File: src/design/cpcsr_map.vh
// register map, field positions, reset values and timing counts of the copper control/status bank
`ifndef CPCSR_MAP_VH
`define CPCSR_MAP_VH

// ***************************************************************************
// register indices (byte address is four times the index)
// ***************************************************************************
`define CPCSR_IDX_CTRL        6'h00
`define CPCSR_IDX_STAT        6'h01
`define CPCSR_IDX_CUCTRL      6'h02
`define CPCSR_IDX_MACCTRL     6'h03
`define CPCSR_IDX_IRQ_STAT    6'h04
`define CPCSR_IDX_IRQ_MASK    6'h05
`define CPCSR_IDX_APPLIED     6'h06

// ***************************************************************************
// control word fields
// ***************************************************************************
`define CPCSR_CTRL_SRST       15
`define CPCSR_CTRL_SPD_LSB    13
`define CPCSR_CTRL_PDOWN      11
`define CPCSR_CTRL_ISO        10
`define CPCSR_CTRL_ANRST      9
`define CPCSR_CTRL_DUPLEX     8
`define CPCSR_CTRL_COLTEST    7
`define CPCSR_CTRL_SPD_MSB    6

// ***************************************************************************
// own control words
// ***************************************************************************
`define CPCSR_CUCTRL_PDOWN    2
`define CPCSR_MACCTRL_KEEP    3

// ***************************************************************************
// status word: fixed part and live fields
// ***************************************************************************
`define CPCSR_STAT_FIXED      16'h7949
`define CPCSR_STAT_ANDONE     5
`define CPCSR_STAT_RFAULT     4

// ***************************************************************************
// interrupt events
// ***************************************************************************
`define CPCSR_IRQ_W           3
`define CPCSR_IRQ_ANDONE      0
`define CPCSR_IRQ_RFAULT      1
`define CPCSR_IRQ_SRSTDONE    2

// ***************************************************************************
// reset values and the reserved speed code
// ***************************************************************************
`define CPCSR_RST_DUPLEX      1'b1
`define CPCSR_RST_SPEED       2'h2
`define CPCSR_SPEED_RSVD      2'h3

// ***************************************************************************
// timing: soft reset length
// ***************************************************************************
`define CPCSR_CLK_MHZ         100
`define CPCSR_SRST_NS         200
`define CPCSR_SRST_CYC        ((`CPCSR_SRST_NS * `CPCSR_CLK_MHZ + 999) / 1000)

`endif

File: src/design/cpcsr_w1c.v
// sticky event flags, set by hardware, cleared by writing one, set wins
`timescale 1ns/1ps
`default_nettype none

module cpcsr_w1c #(
  parameter W = 3
) (
  input  wire         clk_i,
  input  wire         rst_i,
  input  wire [W-1:0] set_i,
  input  wire [W-1:0] clr_i,
  output reg  [W-1:0] q_o
);

  // set has priority over a clear in the same cycle
  always @(posedge clk_i) begin
    if (rst_i) begin
      q_o <= {W{1'b0}};
    end else begin
      q_o <= set_i | (q_o & ~clr_i);
    end
  end

endmodule // cpcsr_w1c

`default_nettype wire

File: src/design/cpcsr_timer.v
// one-shot cycle timer: busy for a fixed count, then a done pulse
`timescale 1ns/1ps
`default_nettype none

module cpcsr_timer #(
  parameter [7:0] CYCLES = 8'h14
) (
  input  wire clk_i,
  input  wire rst_i,
  input  wire start_i,
  output reg  busy_o,
  output reg  done_o
);

  reg [7:0] cnt_q;

  // a start while busy restarts the count
  always @(posedge clk_i) begin
    if (rst_i) begin
      cnt_q  <= 8'h00;
      busy_o <= 1'b0;
      done_o <= 1'b0;
    end else begin
      done_o <= 1'b0;
      if (start_i) begin
        cnt_q  <= CYCLES;
        busy_o <= 1'b1;
      end else if (busy_o) begin
        if (cnt_q == 8'h01) begin
          busy_o <= 1'b0;
          done_o <= 1'b1;
        end
        cnt_q <= cnt_q - 8'h01;
      end
    end
  end

endmodule // cpcsr_timer

`default_nettype wire

File: src/design/cpcsr_top.v
// copper control and status register bank with wishbone slave and interrupt
`timescale 1ns/1ps
`default_nettype none
`include "cpcsr_map.vh"

module cpcsr_top (
  input  wire        clk_i,
  input  wire        rst_i,
  // classic wishbone slave
  input  wire        wb_cyc_i,
  input  wire        wb_stb_i,
  input  wire        wb_we_i,
  input  wire [7:0]  wb_adr_i,
  input  wire [3:0]  wb_sel_i,
  input  wire [31:0] wb_dat_i,
  output reg  [31:0] wb_dat_o,
  output reg         wb_ack_o,
  // transceiver core side
  input  wire        an_done_i,
  input  wire        remote_fault_i,
  output reg         phy_reset_o,
  output reg         an_restart_o,
  output reg         duplex_o,
  output reg  [1:0]  speed_o,
  output reg         power_down_o,
  output reg         rgmii_en_o,
  output reg         isolate_o,
  output reg         irq_o
);

  // ***************************************************************************
  // local constants
  // ***************************************************************************
  localparam integer SRST_CYC_I  = `CPCSR_SRST_CYC;
  localparam [7:0]   SRST_CYCLES = SRST_CYC_I[7:0];    // count fits eight bits

  // ***************************************************************************
  // declarations
  // ***************************************************************************
  wire        acc;
  wire        wr;
  wire        rd;
  wire [5:0]  idx;
  wire        wr_ctrl;
  wire        wr_cu;
  wire        wr_mac;
  wire        wr_imask;
  wire        wr_istat;
  wire        rd_stat;
  wire        lane0;
  wire        lane1;

  reg         pd_q;
  reg         iso_q;
  reg         anr_q;
  reg         dup_pend_q;
  reg  [1:0]  spd_pend_q;
  reg         cu_pd_q;
  reg         keep_q;
  reg  [`CPCSR_IRQ_W-1:0] imask_q;
  reg         hw_an_q;
  reg         pd_prev_q;
  reg         an_done_q;
  reg         rf_q;
  reg         dup_app_q;
  reg  [1:0]  spd_app_q;

  reg         pd_d;
  reg         dup_pend_d;
  reg  [1:0]  spd_pend_d;
  reg         cu_pd_d;
  reg         srst_wr;
  reg         anr_wr;
  reg  [15:0] ctrl_rd;
  reg  [15:0] stat_rd;
  reg  [31:0] rd_d;

  wire        pd_eff_d;
  wire        pd_exit;
  wire        apply;
  wire        srst_start;
  wire        srst_busy;
  wire        srst_done;
  wire        an_done_d;
  wire        rf_d;
  wire [`CPCSR_IRQ_W-1:0] ev_set;
  wire [`CPCSR_IRQ_W-1:0] ev_clr;
  wire [`CPCSR_IRQ_W-1:0] istat;

  // ***************************************************************************
  // wishbone access decode
  // ***************************************************************************
  // one access per request, answered in the next cycle
  assign acc      = wb_cyc_i & wb_stb_i & ~wb_ack_o;
  assign wr       = acc & wb_we_i;
  assign rd       = acc & ~wb_we_i;
  assign idx      = wb_adr_i[7:2];
  assign lane0    = wb_sel_i[0];
  assign lane1    = wb_sel_i[1];
  assign wr_ctrl  = wr & (idx == `CPCSR_IDX_CTRL);
  assign wr_cu    = wr & (idx == `CPCSR_IDX_CUCTRL);
  assign wr_mac   = wr & (idx == `CPCSR_IDX_MACCTRL);
  assign wr_imask = wr & (idx == `CPCSR_IDX_IRQ_MASK);
  assign wr_istat = wr & (idx == `CPCSR_IDX_IRQ_STAT);
  assign rd_stat  = rd & (idx == `CPCSR_IDX_STAT);

  // ***************************************************************************
  // next values of written control bits
  // ***************************************************************************
  // byte lanes gate each half of the control word
  always @* begin
    pd_d       = pd_q;
    dup_pend_d = dup_pend_q;
    spd_pend_d = spd_pend_q;
    cu_pd_d    = cu_pd_q;
    srst_wr    = 1'b0;
    anr_wr     = 1'b0;
    if (wr_ctrl && lane1) begin
      srst_wr       = wb_dat_i[`CPCSR_CTRL_SRST];
      anr_wr        = wb_dat_i[`CPCSR_CTRL_ANRST];
      pd_d          = wb_dat_i[`CPCSR_CTRL_PDOWN];
      dup_pend_d    = wb_dat_i[`CPCSR_CTRL_DUPLEX];
      spd_pend_d[0] = wb_dat_i[`CPCSR_CTRL_SPD_LSB];
    end
    if (wr_ctrl && lane0) begin
      spd_pend_d[1] = wb_dat_i[`CPCSR_CTRL_SPD_MSB];
    end
    if (wr_cu && lane0) begin
      cu_pd_d = wb_dat_i[`CPCSR_CUCTRL_PDOWN];
    end
  end

  // ***************************************************************************
  // power down and apply events
  // ***************************************************************************
  // powered down while either bit is set
  assign pd_eff_d   = pd_d | cu_pd_d;
  assign pd_exit    = pd_prev_q & ~pd_eff_d;
  // leaving power down also kicks a soft reset
  assign srst_start = srst_wr | pd_exit;
  assign apply      = srst_start | anr_wr;

  // soft reset length counter
  cpcsr_timer #(
    .CYCLES  (SRST_CYCLES)
  ) u_srst (
    .clk_i   (clk_i),
    .rst_i   (rst_i),
    .start_i (srst_start),
    .busy_o  (srst_busy),
    .done_o  (srst_done)
  );

  // ***************************************************************************
  // control register state
  // ***************************************************************************
  always @(posedge clk_i) begin
    if (rst_i) begin
      pd_q       <= 1'b0;
      iso_q      <= 1'b0;
      anr_q      <= 1'b0;
      dup_pend_q <= `CPCSR_RST_DUPLEX;
      spd_pend_q <= `CPCSR_RST_SPEED;
      cu_pd_q    <= 1'b0;
      keep_q     <= 1'b0;
      imask_q    <= {`CPCSR_IRQ_W{1'b0}};
      pd_prev_q  <= 1'b0;
      dup_app_q  <= `CPCSR_RST_DUPLEX;
      spd_app_q  <= `CPCSR_RST_SPEED;
    end else begin
      pd_q       <= pd_d;
      cu_pd_q    <= cu_pd_d;
      dup_pend_q <= dup_pend_d;
      spd_pend_q <= spd_pend_d;
      pd_prev_q  <= pd_eff_d;
      // restart request holds one cycle then clears itself
      anr_q      <= anr_wr | pd_exit;
      // isolate follows software, cleared by soft reset
      if (srst_start) begin
        iso_q <= 1'b0;
      end else if (wr_ctrl && lane1) begin
        iso_q <= wb_dat_i[`CPCSR_CTRL_ISO];
      end
      if (wr_mac && lane0) begin
        keep_q <= wb_dat_i[`CPCSR_MACCTRL_KEEP];
      end
      if (wr_imask && lane0) begin
        imask_q <= wb_dat_i[`CPCSR_IRQ_W-1:0];
      end
      // pending mode reaches the core only on an apply event
      if (apply) begin
        dup_app_q <= dup_pend_d;
        if (spd_pend_d != `CPCSR_SPEED_RSVD) begin
          spd_app_q <= spd_pend_d;
        end
      end
    end
  end

  // ***************************************************************************
  // hardware reset restart request
  // ***************************************************************************
  // set by reset, consumed in the first cycle after release
  always @(posedge clk_i) begin
    if (rst_i) begin
      hw_an_q <= 1'b1;
    end else begin
      hw_an_q <= 1'b0;
    end
  end

  // ***************************************************************************
  // status bits
  // ***************************************************************************
  // completion is forced low while the core is held in reset
  assign an_done_d = an_done_i & ~srst_busy;
  // fault latch, a new fault beats the read clear
  assign rf_d      = remote_fault_i | (rf_q & ~rd_stat);

  always @(posedge clk_i) begin
    if (rst_i) begin
      an_done_q <= 1'b0;
      rf_q      <= 1'b0;
    end else begin
      an_done_q <= an_done_d;
      rf_q      <= rf_d;
    end
  end

  // ***************************************************************************
  // interrupt flags
  // ***************************************************************************
  assign ev_set[`CPCSR_IRQ_ANDONE]   = an_done_d & ~an_done_q;
  assign ev_set[`CPCSR_IRQ_RFAULT]   = remote_fault_i & ~rf_q;
  assign ev_set[`CPCSR_IRQ_SRSTDONE] = srst_done;
  assign ev_clr = (wr_istat && lane0) ? wb_dat_i[`CPCSR_IRQ_W-1:0] : {`CPCSR_IRQ_W{1'b0}};

  cpcsr_w1c #(
    .W     (`CPCSR_IRQ_W)
  ) u_irq (
    .clk_i (clk_i),
    .rst_i (rst_i),
    .set_i (ev_set),
    .clr_i (ev_clr),
    .q_o   (istat)
  );

  // ***************************************************************************
  // read data assembly
  // ***************************************************************************
  // reserved bits and the collision test bit stay zero
  always @* begin
    ctrl_rd                       = 16'h0000;
    ctrl_rd[`CPCSR_CTRL_SRST]     = srst_busy;
    ctrl_rd[`CPCSR_CTRL_SPD_LSB]  = spd_pend_q[0];
    ctrl_rd[`CPCSR_CTRL_PDOWN]    = pd_q;
    ctrl_rd[`CPCSR_CTRL_ISO]      = iso_q;
    ctrl_rd[`CPCSR_CTRL_ANRST]    = anr_q;
    ctrl_rd[`CPCSR_CTRL_DUPLEX]   = dup_pend_q;
    ctrl_rd[`CPCSR_CTRL_SPD_MSB]  = spd_pend_q[1];
  end

  // fixed abilities plus the two live fields
  always @* begin
    stat_rd                       = `CPCSR_STAT_FIXED;
    stat_rd[`CPCSR_STAT_ANDONE]   = an_done_q;
    stat_rd[`CPCSR_STAT_RFAULT]   = rf_q;
  end

  // unmapped addresses read zero
  always @* begin
    rd_d = 32'h0000_0000;
    case (idx)
      `CPCSR_IDX_CTRL: begin
        rd_d[15:0] = ctrl_rd;
      end
      `CPCSR_IDX_STAT: begin
        rd_d[15:0] = stat_rd;
      end
      `CPCSR_IDX_CUCTRL: begin
        rd_d[`CPCSR_CUCTRL_PDOWN] = cu_pd_q;
      end
      `CPCSR_IDX_MACCTRL: begin
        rd_d[`CPCSR_MACCTRL_KEEP] = keep_q;
      end
      `CPCSR_IDX_IRQ_STAT: begin
        rd_d[`CPCSR_IRQ_W-1:0] = istat;
      end
      `CPCSR_IDX_IRQ_MASK: begin
        rd_d[`CPCSR_IRQ_W-1:0] = imask_q;
      end
      `CPCSR_IDX_APPLIED: begin
        rd_d[5:0] = {rgmii_en_o, power_down_o, isolate_o, dup_app_q, spd_app_q};
      end
      default: begin
        rd_d = 32'h0000_0000;
      end
    endcase
  end

  // ***************************************************************************
  // wishbone answer
  // ***************************************************************************
  // ack one cycle after the request, dropped the cycle after
  always @(posedge clk_i) begin
    if (rst_i) begin
      wb_ack_o <= 1'b0;
      wb_dat_o <= 32'h0000_0000;
    end else begin
      wb_ack_o <= acc;
      if (rd) begin
        wb_dat_o <= rd_d;
      end
    end
  end

  // ***************************************************************************
  // core-facing outputs
  // ***************************************************************************
  always @(posedge clk_i) begin
    if (rst_i) begin
      phy_reset_o  <= 1'b1;
      an_restart_o <= 1'b0;
      duplex_o     <= `CPCSR_RST_DUPLEX;
      speed_o      <= `CPCSR_RST_SPEED;
      power_down_o <= 1'b0;
      rgmii_en_o   <= 1'b1;
      isolate_o    <= 1'b0;
      irq_o        <= 1'b0;
    end else begin
      // core held in reset while the soft reset runs
      phy_reset_o  <= srst_busy;
      // restart after any reset, a software request or a wake
      an_restart_o <= anr_q | hw_an_q | srst_done;
      duplex_o     <= dup_app_q;
      speed_o      <= spd_app_q;
      power_down_o <= pd_prev_q;
      // mac interface stays up in power down only with keep-alive
      rgmii_en_o   <= ~pd_prev_q | keep_q;
      isolate_o    <= iso_q;
      irq_o        <= |(istat & imask_q);
    end
  end

endmodule // cpcsr_top

`default_nettype wire

File: config.mk
export PLATFORM = sky130hd
export DESIGN_NAME = cpcsr_top
export DESIGN_NICKNAME = d
export VERILOG_FILES = /design/src/design/cpcsr_w1c.v /design/src/design/cpcsr_timer.v /design/src/design/cpcsr_top.v
export VERILOG_INCLUDE_DIRS = /design/src /design/src/design
export SDC_FILE = /design/constraint.sdc
export NUM_CORES = 1
export LEC_CHECK = 0
export ABC_CLOCK_PERIOD_IN_PS = 2650
export BUFFER_PORTS_ARGS = -buffer_cell sky130_fd_sc_hd__buf_2
export CORE_UTILIZATION = 30
export CTS_CLUSTER_SIZE = 25
export DETAILED_ROUTE_END_ITERATION = 12
export PLACE_DENSITY = 0.5
export SYNTH_ARGS = -nofsm -noshare
export SYNTH_HDL_FRONTEND = slang
export SYNTH_HIERARCHICAL = 1
export SYNTH_SLANG_ARGS = --single-unit
File: constraint.sdc
create_clock -name clk_i -period 2.65 [get_ports clk_i]
set_input_delay 0.6625 -clock clk_i [delete_from_list [all_inputs] [get_ports clk_i]]
set_output_delay 0.6625 -clock clk_i [all_outputs]
set_load 0.02 [all_outputs]
==> summary.txt <==
Outcome
  – Status: complete, no violations

STA
  – Setup ws final: about 0.51 ns
  – Hold Fails Final Rpt: 0
  – RSZ-0062 raised after global routing: false
  – Post-Route Setup TNS: 0 ns
  – Max Slew Vio Count: 0
  – FMAX: 468.0 MHz
  – Fin crit share: between 80% and 90%
  – Clock skew: between 0.003 and 0.004 ns
  – Final number of setup-violating endpoints: 0
  – Fin crit period: about 2.1 ns

Clock network
  – Hold-fix buffer count after cts: 0
  – CTS max path bufs: 2
  – Sink count of the clock tree: 55
  – Post-CTS setup buffer count: 0
  – CTS Buf Count: 5
  – Root Driver: clkbuf_8
  – CTS H-tree depth: 2
  – Worst-Skew Late Latency: slightly above 0.3 ns
  – TritonCTS clock tree: done
  – Clock-pin slew on the worst setup and hold paths: approximately 0.10 ns
  – CTS resizes: 0

Power
  – PwrDens: about 560 nW/um^2
  – Power Total: approximately 1600 uW
  – VDD IR max: around 0.18 mV
  – P_leak: 0.001254 uW

Floorplanning
  – # IOs: 93
  – Chip Height: a little over 90 microns
  – CORE AREA: 7888 sq um
  – Die Area: roughly 8700 sq um
  – Floorplan row count: 32
  – Die width: 93.15 microns
  – Initial Utilization: between 30% and 40%

Worst setup path
  – Critical Path RT: around 2.9 ns
  – Critical R2R Launch: wb_ack_o
  – Worst Setup Start Kind: primary input
  – R2r setup slk: between 0.6 and 0.7 ns
  – Largest stage delay, worst path: 0.37 ns
  – Crit path cell chain: buf_2, nor3_4, nand4_1, mux2i_4, nand2_1, o21ai_0, or2_2, a211oi_1
  – Crit Path Max Fanout: 7
  – CP max stage cell: or2_2
  – R2R Path End: u_srst/cnt_q[1]
  – Crit Path Class: primary input to flip-flop
  – Reg2reg path depth: 7
  – Worst Setup SP: wb_adr_i[5]
  – Critical Path AT: ~2.4 ns
  – CP endpoint kind: flip-flop

Final layout
  – N_diodes: 0
  – Fraction of layout cells with a size suffix above 1: 24.77%
  – # nets final: 383
  – Area Growth Syn to Fin: 17.42%
  – Fill count: 849

Global route
  – Gr ovfl total: 0
  – Vias in the first global route: 1,839
  – Largest net degree at the start of global routing: 29
  – First-pass GRT wire length: ~9 mm
  – Antenna violations before repair: 0
  – Global-route usage over all layers: a little over an eighth

Worst hold path
  – Hold worst-path end: u_irq/q_o[2]
  – Hold Path Cell Cnt: 2
  – Hold Crit Class: flip-flop to flip-flop
  – Worst Hold Launch: u_srst/done_o

Synth
  – Post-synth EDFFs: 0
  – #FFs+latches synth: 55
  – Post-Syn Area: ~2500 sq um
  – Ys flop type: dfxtp_1
  – Yosys cell types: around 50
  – Synth area leader: dfxtp_1
  – Yosys top cell area share: between 40 and 50%
  – Synth Warn #: 6
  – Post-synth ARST share: 0%
  – Ranking of synthesized cells by area: dfxtp_1 44%, buf_4 5.7%, nor2_1 4.5%
  – Syn Inst Count: between 200 and 300
  – Register area share after synthesis: about 44%
  – Synth Area per Inst: about 8.9 sq um

Drt
  – Initial DRC count: 75
  – Met2 wire len: 2.595 mm
  – Metal3 WL: roughly 280 microns
  – # DRC: 0
  – Wl on met1: roughly 2.6 mm
  – Vias: just over 2,000
  – WL/cell: ~13 microns
  – Wirelength, routed: about 5.6 mm
  – Drt pass-1 iters: 5
  – Routed Antenna Nets: 0
  – Top routing layer in use: met4
  – Avg Vias per Cell: roughly 4.6

Placement
  – GP Congestion: between 0.7 and 0.8
  – Dpl ws: around 0.16 ns
  – Port bufs: 50
  – Post-DP HPWL: around 4.3 mm

Run
  – Max_cap viols: 0
[cells in the mapped netlist (2+ instances only)]
cell	n
and2_1	2
buf_6	2
a22oi_1	2
mux2i_1	11
or4_1	2
a211oi_1	3
nor2_1	30
or2_2	5
nand3_1	7
a31oi_1	5
or3_1	4
o31ai_1	2
inv_1	13
clkbuf_1	8
mux2i_4	2
nor3b_1	2
a21oi_1	20
ha_1	2
and3_1	2
dfxtp_1	55
nand2b_1	7
buf_4	19
nand4_1	6
nor2b_1	7
nand2_1	22
nor3_4	2
nor3_1	2
nand3b_1	2
o21ai_0	11
[how the worst max path moves through the flow]
| stage | endpoint | slack [ns] | depth (start not counted) |
|---|---|---|---|
| floorplan | u_srst/cnt_q[1] | 0.27 | 9 |
| finish | u_srst/cnt_q[1] | 0.51 | 8 |
| global placement | u_srst/cnt_q[1] | 0.17 | 8 |
| global route | u_srst/cnt_q[1] | 0.33 | 8 |
| CTS | u_srst/cnt_q[1] | 0.49 | 8 |
| detailed placement | u_srst/cnt_q[1] | 0.16 | 8 |
[critical path: cells and delay by family]
| family | cells | cell delay [ns] |
|---|---|---|
| AOI/OAI and AO/OA | 2 | 0.33 |
| buffers and inverters | 1 | 0.12 |
| muxes | 1 | 0.24 |
| and+or+nand+nor | 4 | 1.01 |
[final cells by class]
class	count	area [sq um]	area share (%)
inverter	13	48.80	1.667
clock inverter	3	67.56	2.309
tap	102	127.6	4.361
sequential	55	1101	37.62
multi-input combinational	197	1202	41.09
timing repair buffer	58	310.3	10.60
clock buffer	5	68.82	2.351
[through the flow]
| step | area, sq um | util (%) | hold slack, ns | cells |
|---|---|---|---|---|
| 2_1_floorplan | 2552 | - | 0.4191 | 295 |
| 3_3_place_gp | 2790 | 35.37 | 0.4347 | 425 |
| 3_5_place_dp | 2790 | 35.37 | 0.4395 | 425 |
| 4_1_cts | 2927 | 37.10 | 0.4640 | 433 |
| 5_1_grt | 2927 | 37.10 | 0.4747 | 433 |
| 6_report | 2927 | 37.10 | 0.4569 | 433 |
[power by group]
group          internal (uW)  switching [uW]  total [uW]
logic                   41.7            90.1         132
registers                838            6.54         844
clock network            377             283         660
[kinds of logic after synthesis]
| family | count (synthesis) | share of synthesized area, % |
|---|---|---|
| fa+ha+maj | 2 | 1.004 |
| simple gates | 110 | 24.35 |
| flops | 55 | 44.18 |
| xor+xnor | 2 | 0.7029 |
| compound gates | 52 | 12.80 |
| mux | 14 | 6.827 |
| buf+inv | 43 | 9.990 |
| other cells | 1 | 0.1505 |
[registers in the layout, indices dropped and copies added, names as in the netlist, 2 cells and up]
name / count
u_srst/cnt_q: 8
imask_q: 3
u_irq/q_o: 3
spd_pend_q: 2
wb_dat_o: 14
spd_app_q: 2
speed_o: 2
[placed cells by master (no fill, tap or decap), drive strengths merged, types with 11 or more instances in the layout]
master,netlist,routed
nand2,22,22
dfxtp,55,55
a21oi,21,21
conb,1,17
inv,13,13
o21ai,11,11
nor2,30,30
buf,22,58
mux2i,13,13
[layer usage]
metal / vias up / GRT usage [%]
met1: 917 / 16.85
met5: - / 0
met4: 0 / 5.000
li1: 1026 / -
met2: 59 / 21.88
met3: 10 / 3.415
Power figures use the tool's default switching activity.
